==> config.mk <==
export PLATFORM = sky130hd
export DESIGN_NAME = imm_load_exec
export DESIGN_NICKNAME = d
export VERILOG_FILES = /design/src/core/exec_pkg.sv /design/src/core/imm_load_exec.sv /design/src/core/cmp_unit.sv
export SDC_FILE = /design/constraint.sdc
export NUM_CORES = 1
export LEC_CHECK = 0
export BUFFER_PORTS_ARGS = -buffer_cell sky130_fd_sc_hd__buf_2
export CAP_MARGIN = 5
export CORE_MARGIN = 3
export CORE_UTILIZATION = 45
export CTS_BUF_LIST = sky130_fd_sc_hd__clkbuf_4 sky130_fd_sc_hd__clkbuf_8
export CTS_CLUSTER_SIZE = 8
export DETAILED_ROUTE_END_ITERATION = 6
export PLACE_DENSITY = 0.65
export SYNTH_ARGS = -nofsm -noshare
export SYNTH_HDL_FRONTEND = slang
export SYNTH_SLANG_ARGS = --single-unit
==> constraint.sdc <==
create_clock -name clock -period 11.1 [get_ports clock]
set_clock_uncertainty 0.05 [all_clocks]
set_input_delay 1.665 -clock clock [delete_from_list [all_inputs] [get_ports clock]]
set_output_delay 1.665 -clock clock [all_outputs]
set_load 0.03 [all_outputs]
==> src/core/exec_pkg.sv <==
package exec_pkg;
  // operand, address and character widths
  localparam int W     = 24;
  localparam int AW    = 15;
  localparam int CW    = 17;
  localparam int CH    = 6;
  // instruction field positions
  localparam int OP_LSB  = 18;
  localparam int SEL_BIT = 17;
  localparam int B_LSB   = 15;

  // opcodes
  localparam logic [5:0] OP_SKIP_EQ    = 6'h04;
  localparam logic [5:0] OP_SKIP_GE    = 6'h05;
  localparam logic [5:0] OP_INDEX_SKIP = 6'h08;
  localparam logic [5:0] OP_CHAR_ADDR  = 6'h09;
  localparam logic [5:0] OP_ENTER      = 6'h0C;
  localparam logic [5:0] OP_INCR       = 6'h0D;
  localparam logic [5:0] OP_XOR        = 6'h0E;
  localparam logic [5:0] OP_AND        = 6'h0F;
  localparam logic [5:0] OP_LD_WORD    = 6'h10;
  localparam logic [5:0] OP_LD_ACHR    = 6'h12;
  localparam logic [5:0] OP_LD_QCHR    = 6'h13;
  localparam logic [5:0] OP_LD_CPL     = 6'h14;
  localparam logic [5:0] OP_LD_DBL     = 6'h15;
  localparam logic [5:0] OP_LD_MASK    = 6'h17;

  // register select codes in bits 17..15 (bit 17 low selects an index)
  localparam logic [2:0] SEL_A_U = 3'h4;
  localparam logic [2:0] SEL_Q_S = 3'h5;
  localparam logic [2:0] SEL_A_S = 3'h6;
  localparam logic [2:0] SEL_Q_U = 3'h7;

  // reset values and arithmetic constants
  localparam logic [23:0] ZERO_W   = 24'h000000;
  localparam logic [23:0] ONE_P    = 24'h000001;
  localparam logic [23:0] ONE_N    = 24'hFFFFFE;
  localparam logic [14:0] ZERO_A   = 15'h0000;
  localparam logic [14:0] NEG_ZERO = 15'h7FFF;
  localparam logic [14:0] ADDR_ONE = 15'h0001;
  localparam logic [14:0] PC_STEP  = 15'h0001;
  localparam logic [14:0] PC_SKIP  = 15'h0002;

  typedef enum logic [1:0] {
    ST_IDLE = 2'b00,
    ST_IND  = 2'b01,
    ST_RD1  = 2'b11,
    ST_RD2  = 2'b10
  } state_e;

  // sign extension of a 15-bit quantity
  function automatic logic [23:0] sext15(input logic [14:0] v);
    return {{9{v[14]}}, v};
  endfunction

  // zero extension of a 15-bit quantity
  function automatic logic [23:0] zext15(input logic [14:0] v);
    return {9'h000, v};
  endfunction

  // one's complement add with end-around carry
  function automatic logic [23:0] ones_add(input logic [23:0] a,
                                           input logic [23:0] b);
    logic [24:0] s;
    s = {1'h0, a} + {1'h0, b};
    return s[23:0] + {23'h000000, s[24]};
  endfunction
endpackage

==> src/core/imm_load_exec.sv <==
`timescale 1ns/1ps
module imm_load_exec (
  input  wire logic        clock,
  input  wire logic        arst_n,
  input  wire logic        start,
  input  wire logic [23:0] instr,
  input  wire logic [14:0] pc,
  input  wire logic        mem_ack,
  input  wire logic [23:0] mem_rdata,
  output logic             mem_rd_r,
  output logic [14:0]      mem_addr_r,
  output logic             done_r,
  output logic [14:0]      next_pc_r,
  output logic             shift_req_r,
  output logic [23:0]      acc_r,
  output logic [23:0]      aux_r,
  output logic [14:0]      idx1_r,
  output logic [14:0]      idx2_r,
  output logic [14:0]      idx3_r
);
  exec_pkg::state_e state_r;
  exec_pkg::state_e state_nxt;
  logic [5:0]       ldop_r;
  logic [5:0]       ldop_nxt;
  logic [14:0]      pcl_r;
  logic [14:0]      pcl_nxt;
  logic [1:0]       csel_r;
  logic [1:0]       csel_nxt;
  logic             mem_rd_nxt;
  logic [14:0]      mem_addr_nxt;
  logic             done_nxt;
  logic [14:0]      next_pc_nxt;
  logic             shift_req_nxt;
  logic [23:0]      acc_nxt;
  logic [23:0]      aux_nxt;
  logic [14:0]      idx_cur [0:3];
  logic [14:0]      idx_nxt [0:3];
  logic [5:0]       op;
  logic [2:0]       sel;
  logic [1:0]       bd;
  logic [14:0]      y;
  logic             is_idx;
  logic             is_q;
  logic             sgn;
  logic             take;
  logic [23:0]      yext;
  logic [23:0]      reg_val;
  logic [14:0]      idx_val;
  logic [23:0]      cmp_l;
  logic [23:0]      cmp_r;
  logic             cmp_s;
  logic             cmp_eq;
  logic             cmp_ge;
  logic [23:0]      t24;
  logic [14:0]      cidx;
  logic [5:0]       chr;

  // index file view; slot zero always reads as zero
  assign idx_cur[0] = exec_pkg::ZERO_A;
  assign idx_cur[1] = idx1_r;
  assign idx_cur[2] = idx2_r;
  assign idx_cur[3] = idx3_r;

  // instruction field decode and operand forming
  always_comb begin
    op      = instr[exec_pkg::OP_LSB +: 6];
    sel     = instr[exec_pkg::B_LSB +: 3];
    bd      = instr[exec_pkg::B_LSB +: 2];
    y       = instr[exec_pkg::AW-1:0];
    take    = start && (state_r == exec_pkg::ST_IDLE);
    is_idx  = ~instr[exec_pkg::SEL_BIT];
    is_q    = (sel == exec_pkg::SEL_Q_S) || (sel == exec_pkg::SEL_Q_U);
    sgn     = (sel == exec_pkg::SEL_A_S) || (sel == exec_pkg::SEL_Q_S);
    yext    = sgn ? exec_pkg::sext15(y)
                  : exec_pkg::zext15(y);
    reg_val = is_q ? aux_r : acc_r;
    idx_val = idx_cur[bd];
  end

  // compare operands: index 15 bits signed, register low 15 bits unsigned, full word signed
  always_comb begin
    if (is_idx) begin
      cmp_l = exec_pkg::sext15(idx_val);
      cmp_r = exec_pkg::sext15(y);
      cmp_s = 1'h1;
    end else if (sgn) begin
      cmp_l = reg_val;
      cmp_r = yext;
      cmp_s = 1'h1;
    end else begin
      cmp_l = exec_pkg::zext15(reg_val[exec_pkg::AW-1:0]);
      cmp_r = yext;
      cmp_s = 1'h0;
    end
  end

  cmp_unit u_cmp (
    .lhs        (cmp_l),
    .rhs        (cmp_r),
    .signed_cmp (cmp_s),
    .eq         (cmp_eq),
    .ge         (cmp_ge)
  );

  // character picked from the returned word, character 0 highest
  always_comb begin
    unique case (csel_r)
      2'h0: chr = mem_rdata[23:18];
      2'h1: chr = mem_rdata[17:12];
      2'h2: chr = mem_rdata[11:6];
      2'h3: chr = mem_rdata[5:0];
    endcase
  end

  // next-state and datapath for the execution sequence
  always_comb begin
    state_nxt     = state_r;
    ldop_nxt      = ldop_r;
    pcl_nxt       = pcl_r;
    csel_nxt      = csel_r;
    mem_addr_nxt  = mem_addr_r;
    done_nxt      = 1'h0;
    shift_req_nxt = 1'h0;
    next_pc_nxt   = next_pc_r;
    acc_nxt       = acc_r;
    aux_nxt       = aux_r;
    idx_nxt       = idx_cur;
    t24           = exec_pkg::ZERO_W;
    cidx          = exec_pkg::ZERO_A;
    unique case (state_r)
      exec_pkg::ST_IDLE: begin
        if (start) begin
          // immediate ops finish here with no storage cycle
          done_nxt    = 1'h1;
          next_pc_nxt = pc + exec_pkg::PC_STEP;
          ldop_nxt    = op;
          pcl_nxt     = pc;
          case (op)
            exec_pkg::OP_SKIP_EQ: begin
              if (cmp_eq) begin
                next_pc_nxt = pc + exec_pkg::PC_SKIP;
              end
            end
            exec_pkg::OP_SKIP_GE: begin
              if (cmp_ge) begin
                next_pc_nxt = pc + exec_pkg::PC_SKIP;
              end
            end
            exec_pkg::OP_ENTER: begin
              if (is_idx) begin
                idx_nxt[bd] = y;
              end else if (is_q) begin
                aux_nxt = yext;
              end else begin
                acc_nxt = yext;
              end
            end
            exec_pkg::OP_CHAR_ADDR: begin
              acc_nxt = {7'h00, instr[exec_pkg::CW-1:0]};
            end
            exec_pkg::OP_INCR: begin
              if (is_idx) begin
                t24 = exec_pkg::ones_add(exec_pkg::sext15(idx_val),
                                         exec_pkg::sext15(y));
                idx_nxt[bd] = t24[exec_pkg::AW-1:0];
              end else if (is_q) begin
                aux_nxt = exec_pkg::ones_add(reg_val, yext);
              end else begin
                acc_nxt = exec_pkg::ones_add(reg_val, yext);
              end
            end
            exec_pkg::OP_XOR: begin
              if (is_idx) begin
                idx_nxt[bd] = idx_val ^ y;
              end else if (is_q) begin
                aux_nxt = reg_val ^ yext;
              end else begin
                acc_nxt = reg_val ^ yext;
              end
            end
            exec_pkg::OP_AND: begin
              if (is_idx) begin
                idx_nxt[bd] = idx_val & y;
              end else if (is_q) begin
                aux_nxt = reg_val & yext;
              end else begin
                acc_nxt = reg_val & yext;
              end
            end
            exec_pkg::OP_INDEX_SKIP: begin
              if (is_idx && (bd == 2'h0)) begin
                // handed to the sequencer as a storage shift
                done_nxt      = 1'h0;
                shift_req_nxt = 1'h1;
              end else if (idx_val == y) begin
                // designator zero reads as zero, so y of zero skips
                idx_nxt[bd] = exec_pkg::ZERO_A;
                next_pc_nxt = pc + exec_pkg::PC_SKIP;
              end else begin
                t24 = exec_pkg::ones_add(exec_pkg::sext15(idx_val),
                        is_idx ? exec_pkg::ONE_P : exec_pkg::ONE_N);
                idx_nxt[bd] = t24[exec_pkg::AW-1:0];
              end
            end
            exec_pkg::OP_LD_WORD, exec_pkg::OP_LD_CPL,
            exec_pkg::OP_LD_MASK, exec_pkg::OP_LD_DBL: begin
              done_nxt    = 1'h0;
              next_pc_nxt = next_pc_r;
              if (instr[exec_pkg::SEL_BIT]) begin
                mem_addr_nxt = y;
                state_nxt    = exec_pkg::ST_IND;
              end else begin
                t24 = exec_pkg::ones_add(exec_pkg::sext15(y),
                                         exec_pkg::sext15(idx_val));
                mem_addr_nxt = t24[exec_pkg::AW-1:0];
                state_nxt    = exec_pkg::ST_RD1;
              end
            end
            exec_pkg::OP_LD_ACHR, exec_pkg::OP_LD_QCHR: begin
              // no indirect bit here; bit 17 only enables adding the index
              done_nxt    = 1'h0;
              next_pc_nxt = next_pc_r;
              cidx = (op == exec_pkg::OP_LD_ACHR) ? idx_cur[1]
                                                  : idx_cur[2];
              t24 = exec_pkg::ones_add({7'h00, instr[exec_pkg::CW-1:0]},
                      instr[exec_pkg::SEL_BIT] ? exec_pkg::sext15(cidx)
                                               : exec_pkg::ZERO_W);
              mem_addr_nxt = t24[exec_pkg::CW-1:2];
              csel_nxt     = t24[1:0];
              state_nxt    = exec_pkg::ST_RD1;
            end
            default: begin
              // opcodes outside this group are ignored
              done_nxt    = 1'h0;
              next_pc_nxt = next_pc_r;
            end
          endcase
        end
      end
      exec_pkg::ST_IND: begin
        if (mem_ack) begin
          if (mem_rdata[exec_pkg::SEL_BIT]) begin
            mem_addr_nxt = mem_rdata[exec_pkg::AW-1:0];
          end else begin
            t24 = exec_pkg::ones_add(
                    exec_pkg::sext15(mem_rdata[exec_pkg::AW-1:0]),
                    exec_pkg::sext15(idx_cur[mem_rdata[16:15]]));
            mem_addr_nxt = t24[exec_pkg::AW-1:0];
            state_nxt    = exec_pkg::ST_RD1;
          end
        end
      end
      exec_pkg::ST_RD1: begin
        if (mem_ack) begin
          state_nxt   = exec_pkg::ST_IDLE;
          done_nxt    = 1'h1;
          next_pc_nxt = pcl_r + exec_pkg::PC_STEP;
          case (ldop_r)
            exec_pkg::OP_LD_CPL: acc_nxt = ~mem_rdata;
            exec_pkg::OP_LD_MASK: acc_nxt = aux_r & mem_rdata;
            exec_pkg::OP_LD_ACHR: acc_nxt = {18'h00000, chr};
            exec_pkg::OP_LD_QCHR: aux_nxt = {18'h00000, chr};
            exec_pkg::OP_LD_DBL: begin
              acc_nxt = mem_rdata;
              t24 = exec_pkg::ones_add(exec_pkg::sext15(mem_addr_r),
                                       exec_pkg::ONE_P);
              mem_addr_nxt = t24[exec_pkg::AW-1:0];
              state_nxt    = exec_pkg::ST_RD2;
              done_nxt     = 1'h0;
              next_pc_nxt  = next_pc_r;
            end
            default: acc_nxt = mem_rdata;
          endcase
        end
      end
      exec_pkg::ST_RD2: begin
        if (mem_ack) begin
          aux_nxt     = mem_rdata;
          state_nxt   = exec_pkg::ST_IDLE;
          done_nxt    = 1'h1;
          next_pc_nxt = pcl_r + exec_pkg::PC_STEP;
        end
      end
    endcase
    idx_nxt[0] = exec_pkg::ZERO_A;
    mem_rd_nxt = (state_nxt != exec_pkg::ST_IDLE);
  end

  // state and architectural registers
  always_ff @(posedge clock or negedge arst_n) begin
    if (!arst_n) begin
      state_r     <= exec_pkg::ST_IDLE;
      ldop_r      <= 6'h00;
      pcl_r       <= exec_pkg::ZERO_A;
      csel_r      <= 2'h0;
      mem_rd_r    <= 1'h0;
      mem_addr_r  <= exec_pkg::ZERO_A;
      done_r      <= 1'h0;
      next_pc_r   <= exec_pkg::ZERO_A;
      shift_req_r <= 1'h0;
      acc_r       <= exec_pkg::ZERO_W;
      aux_r       <= exec_pkg::ZERO_W;
      idx1_r      <= exec_pkg::ZERO_A;
      idx2_r      <= exec_pkg::ZERO_A;
      idx3_r      <= exec_pkg::ZERO_A;
    end else begin
      state_r     <= state_nxt;
      ldop_r      <= ldop_nxt;
      pcl_r       <= pcl_nxt;
      csel_r      <= csel_nxt;
      mem_rd_r    <= mem_rd_nxt;
      mem_addr_r  <= mem_addr_nxt;
      done_r      <= done_nxt;
      next_pc_r   <= next_pc_nxt;
      shift_req_r <= shift_req_nxt;
      acc_r       <= acc_nxt;
      aux_r       <= aux_nxt;
      idx1_r      <= idx_nxt[1];
      idx2_r      <= idx_nxt[2];
      idx3_r      <= idx_nxt[3];
    end
  end
endmodule // imm_load_exec

==> src/core/cmp_unit.sv <==
`timescale 1ns/1ps
// equal and greater-or-equal on two 24-bit words
module cmp_unit (
  input  wire logic [23:0] lhs,
  input  wire logic [23:0] rhs,
  input  wire logic        signed_cmp,
  output logic             eq,
  output logic             ge
);
  // one's complement order: sign first, then magnitude pattern
  always_comb begin
    eq = (lhs == rhs);
    if (signed_cmp && (lhs[23] != rhs[23])) begin
      ge = ~lhs[23];
    end else begin
      ge = (lhs >= rhs);
    end
  end
endmodule // cmp_unit

-- Yosys cells after proc, flatten, opt, wreduce, memory -nomap -nowiden
Cells that the tools add are included.
- eq/ne operators: 60
- muxes and demuxes: 97
- reduce and logical (&&, ||, !) cells: 24
- bitwise operators: 12
- $add $sub $neg: 15
- $lt $le $gt $ge: 4
- operators with widths (operator ; number):
    2-to-1 mux 24 bit ; 29
    bitwise mux 60 bit ; 5
    2-to-1 mux 15 bit ; 20
    2-to-1 mux 45 bit ; 6
    case mux 45 bit (5 select lines) ; 1
    case mux 24 bit (4 select lines) ; 2
    case mux 24 bit (5 select lines) ; 1
    adder 24 x 24 -> 25 bit ; 4
    case mux 15 bit (3 select lines) ; 2
    case mux 24 bit (3 select lines) ; 1
    equality test 6 x 5 -> 1 bit, second input constant ; 11
    adder 15 x 1 -> 15 bit ; 4
    binary-select mux 15 bit (select 2 bit) ; 2
    case mux 15 bit (4 select lines) ; 1
    bitwise AND 24 bit ; 2
    case mux 24 bit (2 select lines) ; 1
    bitwise AND 45 bit ; 1
    inverter 45 bit ; 1
    equality test 6 x 4 -> 1 bit, second input constant ; 6
    != test 3 bit, second input constant ; 12
    adder 15 x 1 -> 15 bit, second input constant ; 2
    demux 15 bit (select 2 bit) ; 1
    case mux 15 bit (2 select lines) ; 1
    adder 17 x 24 -> 25 bit ; 1
    49 further kinds ; 95
- flip-flop bits (word level): 151
- output and inout bits: 126
- bits of input ports: 67

-- Depth between registers and ports, before layout
- word-level depth: 12
- gate-level depth with buffers: 28
- depth with buffers taken out: 25

-- Cells and area by module
Synthesis repeated with hierarchy kept, for this count alone.
- cell total of the unflattened synthesis: 2280
- area, all modules: 17999.8 um^2
- modules (own cells, without submodules) (module ; seq. area each (um^2) ; area each (um^2) ; cells each ; instances):
    imm_load_exec ; 3778.6 ; 17374.2 ; 2193 ; 1
    cmp_unit ; 0.0 ; 625.6 ; 87 ; 1

-- Worst setup path before layout
No wires, ideal clock.
- path type: input -> register
- start point: in instr[21]
- end point: reg mem_addr_r[14]
- stages: 26
- arrival: 6.690 ns
- required time: 10.924 ns
- library setup time: 0.126 ns
- path slack: 4.234 ns
- path through: clkbuf_1 -> or3b_2 -> or3b_2 -> clkbuf_1 -> nor2_1 -> clkbuf_1 -> nand2_1 -> a21oi_1 -> ha_1 -> inv_1 -> fa_1 -> nor2b_1 -> o2111ai_1 -> a21oi_1 -> o31a_1 -> a21oi_1 -> o21bai_1 -> a21o_1 -> a21o_1 -> ha_1 -> ha_1 -> nand2_1 -> nor4_1 -> xnor2_1 -> nor3_1 -> o32a_1
- cells in the longest elaborated chain, start to end: 8
- elaborated cells between the ends (all ways): 17
- ends and longest elaborated chain (item ; RTL line ; source):
    from (decl) ; imm_load_exec.sv:6 ; input wire logic [23:0] instr,
    equality test 6 x 5 -> 1 bit ; imm_load_exec.sv:138, imm_load_exec.sv:223 ;
    2-to-1 mux 15 bit ; imm_load_exec.sv:223 ; cidx = (op == exec_pkg::OP_LD_ACHR) ? idx_cur[1]
    2-to-1 mux 24 bit ; imm_load_exec.sv:226 ; instr[exec_pkg::SEL_BIT] ? exec_pkg::sext15(cidx)
    adder 17 x 24 -> 25 bit ; exec_pkg.sv:65 ; s = {1'h0, a} + {1'h0, b};
    adder 17 x 1 -> 17 bit ; exec_pkg.sv:66 ; return s[23:0] + {23'h000000, s[24]};
    case mux 15 bit (2 select lines) ; imm_load_exec.sv:138 ; case (op)
    2-to-1 mux 15 bit ; imm_load_exec.sv:132 ; if (start) begin
    case mux 15 bit (3 select lines) ; imm_load_exec.sv:130 ; unique case (state_r)
    to (signal assigned) ; imm_load_exec.sv:297 ; mem_addr_r <= exec_pkg::ZERO_A;
    to (signal assigned) ; imm_load_exec.sv:312 ; mem_addr_r <= mem_addr_nxt;
    to (decl) ; imm_load_exec.sv:11 ; output logic [14:0] mem_addr_r,
Several ways; a longest one is shown, not always the timed one. The select of a mux whose other input is x is not followed.
A chain may end at the register's enable or synchronous reset.

-- Worst setup path in the final report
- start point: in instr[15]
- end point: reg acc_r[13]
- cells in the longest elaborated chain, start to end: 10
- elaborated cells between the ends (all ways): 25
- ends and longest elaborated chain (item ; RTL line ; source):
    equality test 3 bit (on tied branches) ; imm_load_exec.sv:72, imm_load_exec.sv:73 ;
    logical OR 1 bit (on tied branches) ; imm_load_exec.sv:72, imm_load_exec.sv:73 ;
    2-to-1 mux 24 bit (on tied branches) ; imm_load_exec.sv:76, imm_load_exec.sv:74 ;
    adder 24 x 24 -> 25 bit ; exec_pkg.sv:65 ;
    adder 24 x 1 -> 24 bit ; exec_pkg.sv:66 ;
    2-to-1 mux 24 bit ; imm_load_exec.sv:166 ; end else if (is_q) begin
    2-to-1 mux 24 bit ; imm_load_exec.sv:162 ; if (is_idx) begin
    case mux 24 bit (5 select lines) ; imm_load_exec.sv:138 ;
    2-to-1 mux 24 bit ; imm_load_exec.sv:132 ;
    case mux 24 bit (2 select lines) ; imm_load_exec.sv:130 ;
    to (signal assigned) ; imm_load_exec.sv:301 ; acc_r <= exec_pkg::ZERO_W;
    to (signal assigned) ; imm_load_exec.sv:316 ; acc_r <= acc_nxt;
    to (decl) ; imm_load_exec.sv:15 ; output logic [23:0] acc_r,
Several ways; a longest one is shown, not always the timed one. The select of a mux whose other input is x is not followed.

==> impl_summary.txt <==
----------------------------------------------------
[Synthesis]
  Post-synth top flop ... sky130_fd_sc_hd__dfrtp_1
  Number of register bits inferred by synthesis ... around 150
  Post-synth EDFFs ... 0
  Async set-reset flop share out of synthesis ... 100%
  Proportion of synthesized chip area in sequential cells ... roughly a fifth
  Number of nets produced by synthesis ... approximately 2500
  Number of cells produced by synthesis ... around 2300
  Syn_area_per_cell ... between 7 and 8 µm²
  Total number of yosys warnings ... 0
  Netlist area before placement ... 18100 µm²
  Number of distinct standard cells referenced by the synthesized netlist ... 94

[Power and ir drop]
  Switching share of total power ... between 50% and 60%
  Static Leakage ... roughly 8.9 nW
  Cell internal pwr ... between 1.5 and 2 mW
  Switching power ... ~2.3 mW
  Combinational share of power ... 64.7%
  Tot Pwr ... about 4.2 mW
  Power density normalized to cell area ... 214 nW/µm²
  Sequential fraction of design power ... around 24%
  Maximum vdd drop ... 0.111 mV
  Proportion of power drawn by the clock network ... a little over a tenth

[CTS]
  Depth of the CTS H-tree ... 4
  Hold_buf cts ... 0
  Root Driver ... sky130_fd_sc_hd__clkbuf_8
  Clock edge transition at the registers on the reported setup and hold paths ... roughly 0.10 ns
  Clock insertion delay at the later pin of the skew report ... about 0.50 ns
  Post-CTS sizing ... 0
  Clock tree buffer depth ... 2
  CTS tree ... built
  Inserted Clock Buffers ... 17
  Post-CTS repair timing setup buffer count ... 0
  Number of clock sinks ... between 150 and 200

[Setup path]
  Largest delay contributor family on the critical path ... compound AO/OA/AOI/OAI gates
  Setup crit end ... acc_r[13]$_DFFE_PN0P_
  Register-to-register setup slack ... between 5 and 6 ns
  Classification of the worst setup path ... primary input to flip-flop
  Critical-path top delay cell ... sky130_fd_sc_hd__a221oi_1
  Signal arrival time at the worst endpoint ... between 7 and 8 ns
  Worst Path Buf+Inv ... 3
  Required time reported for the critical path endpoint ... 11.45 ns
  Worst setup path start ... instr[15]
  Crit path launch type ... primary input
  Cell Chain, Critical Path ... buf_2 -> nand2_1 -> buf_4 -> mux2_2 -> ha_1 -> inv_1 -> fa_1 -> nand2b_1 -> a211oi_1 -> o21ai_1 -> and2_1 -> o21ai_1 -> a31o_2 -> a21o_1 -> a21o_1 -> ha_1 -> nand3_1 -> or3_1 -> and3b_4 -> nand3_1 -> xnor2_1 -> a221oi_1 -> a211oi_1 -> a21o_1
  Worst Setup End Kind ... flip-flop
  CP max FO ... 26
  Crit path top cell by count ... sky130_fd_sc_hd__a21o_1
  Number of logic stages on the critical path including buffering ... 24
  Maximum cell stage delay along the critical path ... around 0.6 ns
  FF-to-FF path depth ... 23

[Global routing]
  Number of antenna violations at the first check in global routing ... 2
  GRT overflow ... 0
  GR Util All Layers ... between 30 and 40%
  Number of global-route vias before repair ... roughly 18000
  Wire length of the first global-routing pass ... between 100000 and 150000 µm
  Largest net degree at the start of global routing ... around 100

[Die]
  Starting density of the core ... roughly 46%
  Placeable core region ... a little under 40000 µm²
  Overall die area ... approximately 43000 µm²
  Height of the die ... 207 µm
  I/O pin total ... between 150 and 200
  Num rows ... between 70 and 80
  Width of the die ... approximately 210 µm

[Detailed routing]
  Routed Antenna Nets ... 0
  Post-detailed-route DRC marker count ... 3
  Routed vias ... 19300
  DRC marker count from the first detailed-route iteration ... about 2100
  Wirelength, routed ... between 70000 and 80000 µm
  Total iterations of the first detailed-routing run ... 7
  Average detailed-routed wire length per instance ... around 25 µm
  Vias per inst ... 6.62

[Status]
  Violations in the final reports ... DRC
  Run status ... finished with violations

[Timing]
  Max-slew violation count ... 0
  Worst max-slew margin expressed relative to the limit ... between 15 and 20%
  Final-report hold violation count ... 0
  Setup violators final ... 0
  Actual transition at the worst max-transition pin ... around 1.3 ns
  Minimum setup slack in the final design ... 3.84 ns
  Final worst path period need ... roughly 7.3 ns
  Setup repair after global routing missed its margin ... false
  Part of the cycle the worst path needs ... around two thirds
  Fmax ... roughly 140 MHz
  Final sum of negative setup slack ... 0 ns

[Finish]
  Most common cell after layout, fill and taps aside ... sky130_fd_sc_hd__nand2_1
  Total Nets Final ... roughly 2600
  Synthesis-to-layout area growth ... 9.51%
  Most frequent cells in the layout ... sky130_fd_sc_hd__nand2_1 (238), sky130_fd_sc_hd__a21oi_1 (208), sky130_fd_sc_hd__buf_2 (191), sky130_fd_sc_hd__nor2_1 (173), sky130_fd_sc_hd__dfrtp_1 (150)
  Count of non-filler cells in the finished layout ... 2913
  Fill count ... between 3000 and 4000
  Share of post-route cells with drive strength above 1 ... around 18%
  Antenna diode count ... 0

[Place]
  DP Cell Count ... 2881
  Weighted congestion reported at the end of routability-driven placement ... roughly 1.1
  Dpl ws ... 3.36 ns
  HPWL after detailed placement ... 56400 µm
  Buffers added on ports ... 192

[Flow run]
  Max-Cap Viols ... 0

[Worst hold path]
  Worst min-delay path class ... flip-flop to flip-flop
  Worst hold stages ... 2

----------------------------------------------------
-- per-layer routing --
metal	vias up	routed length [µm]	GRT usage, %
met2	1105	32200	52.1
met5	-	13	0
met1	9313	30300	45.0
met3	223	6830	5.93
li1	8636	-	-
met4	2	3870	15.2
-- cell usage after synthesis (8+ instances only) --
cell type                   count  area [µm²]
sky130_fd_sc_hd__buf_1         15        56.3
sky130_fd_sc_hd__o22ai_1       15        93.8
sky130_fd_sc_hd__or2_2          9        56.3
sky130_fd_sc_hd__nor4_1        12        75.1
sky130_fd_sc_hd__nor3_1        44         220
sky130_fd_sc_hd__nand4_1       32         200
sky130_fd_sc_hd__buf_2         12        60.1
sky130_fd_sc_hd__a211o_1       10        87.6
sky130_fd_sc_hd__nor2_1       174         653
sky130_fd_sc_hd__o22a_1         9        78.8
sky130_fd_sc_hd__o31ai_1       10        75.1
sky130_fd_sc_hd__o21ai_0      134         671
sky130_fd_sc_hd__mux2i_1       45         450
sky130_fd_sc_hd__or3_1         12        75.1
sky130_fd_sc_hd__and3_1        32         200
sky130_fd_sc_hd__o2111ai_1      8        70.1
sky130_fd_sc_hd__o21ai_1       21         105
sky130_fd_sc_hd__nand3b_1       9        67.6
sky130_fd_sc_hd__clkbuf_1     104         390
sky130_fd_sc_hd__a22oi_1       19         143
sky130_fd_sc_hd__nand2_1      238         893
sky130_fd_sc_hd__o21a_1        21         158
sky130_fd_sc_hd__a21oi_1      208        1040
sky130_fd_sc_hd__nand3_1       60         300
sky130_fd_sc_hd__dfrtp_1      151        3780
sky130_fd_sc_hd__xor2_1        50         438
sky130_fd_sc_hd__a211oi_1      31         233
sky130_fd_sc_hd__and2_1        18         113
sky130_fd_sc_hd__a22o_1        30         263
sky130_fd_sc_hd__a221oi_1      22         193
sky130_fd_sc_hd__mux2_2       129        1450
sky130_fd_sc_hd__o211ai_1      26         195
sky130_fd_sc_hd__nor2b_1       17         106
sky130_fd_sc_hd__a21o_1        52         390
sky130_fd_sc_hd__xnor2_1      118        1030
sky130_fd_sc_hd__a31oi_1       17         106
sky130_fd_sc_hd__nand2b_1      33         206
sky130_fd_sc_hd__inv_1         62         233
sky130_fd_sc_hd__ha_1         131        1640
-- worst min path at each step --
| stage | endpoint | start | slack, ns |
|---|---|---|---|
| finish | next_pc_r[8]$_DFFE_PN0P_ | next_pc_r[8]$_DFFE_PN0P_ | 0.42 |
| detailed placement | next_pc_r[8]$_DFFE_PN0P_ | next_pc_r[8]$_DFFE_PN0P_ | 0.40 |
| floorplan | ldop_r[5]$_DFFE_PN0P_ | ldop_r[5]$_DFFE_PN0P_ | 0.43 |
| global route | next_pc_r[8]$_DFFE_PN0P_ | next_pc_r[8]$_DFFE_PN0P_ | 0.46 |
| CTS | next_pc_r[8]$_DFFE_PN0P_ | next_pc_r[8]$_DFFE_PN0P_ | 0.42 |
| global placement | next_pc_r[8]$_DFFE_PN0P_ | next_pc_r[8]$_DFFE_PN0P_ | 0.40 |
-- area by class of cell --
cell class              count  area (µm²)  area share [%]
multi-input cells        1932       13600            68.6
flip-flops and latches    151        3780            19.0
repair buffers            216        1150            5.78
well taps                 518         648            3.27
clock buffers              19         255            1.29
inverters                  64         240            1.21
clock inverters            13         158           0.794
-- worst reg2reg max path, cell delays in order, from the launching register on --
cell,delay [ns]
sky130_fd_sc_hd__dfrtp_1,0.45
sky130_fd_sc_hd__mux2_2,0.29
sky130_fd_sc_hd__a22oi_1,0.49
sky130_fd_sc_hd__inv_1,0.23
sky130_fd_sc_hd__fa_1,0.47
sky130_fd_sc_hd__a21o_1,0.21
sky130_fd_sc_hd__a21oi_1,0.50
sky130_fd_sc_hd__o21ai_0,0.31
sky130_fd_sc_hd__nand3_1,0.20
sky130_fd_sc_hd__a31oi_1,0.12
sky130_fd_sc_hd__o21ai_0,0.16
sky130_fd_sc_hd__nand2b_1,0.10
sky130_fd_sc_hd__o21ai_0,0.16
sky130_fd_sc_hd__nand2b_1,0.15
sky130_fd_sc_hd__ha_1,0.25
sky130_fd_sc_hd__ha_1,0.21
sky130_fd_sc_hd__nand2_1,0.06
sky130_fd_sc_hd__nor2_1,0.07
sky130_fd_sc_hd__and3_1,0.26
sky130_fd_sc_hd__nand2_1,0.09
sky130_fd_sc_hd__xnor2_1,0.06
sky130_fd_sc_hd__a22oi_1,0.35
sky130_fd_sc_hd__o21ai_1,0.20
sky130_fd_sc_hd__mux2_2,0.30
-- logic make-up after synthesis --
group	synth area share, %
XOR/XNOR	8.64
AO/OA/AOI/OAI	25.6
flip-flops	20.9
multiplexers	11.2
buffers and inverters	4.18
adder cells (fa/ha/maj)	9.60
AND/OR/NAND/NOR	19.9
-- metrics by stage --
step           hold WS [ns]  cell area (µm²)  utilization (%)
3_3_place_gp          0.397            19400             49.6
5_1_grt               0.460            19800             50.6
3_5_place_dp          0.402            19400             49.6
2_1_floorplan         0.431            18100                -
6_report              0.421            19800             50.6
4_1_cts               0.425            19800             50.6
-- power by group through the flow --
stage	registers [mW]	logic, mW	clock network (mW)
2_1_floorplan	1.24	1.67	0
3_3_place_gp	1.02	2.66	0
3_5_place_dp	1.03	2.69	0
4_1_cts	1.02	2.70	0.471
5_1_grt	1.05	2.96	0.490
6_report	1.03	2.74	0.467
Note: power is estimated with default switching activity, not from simulation.
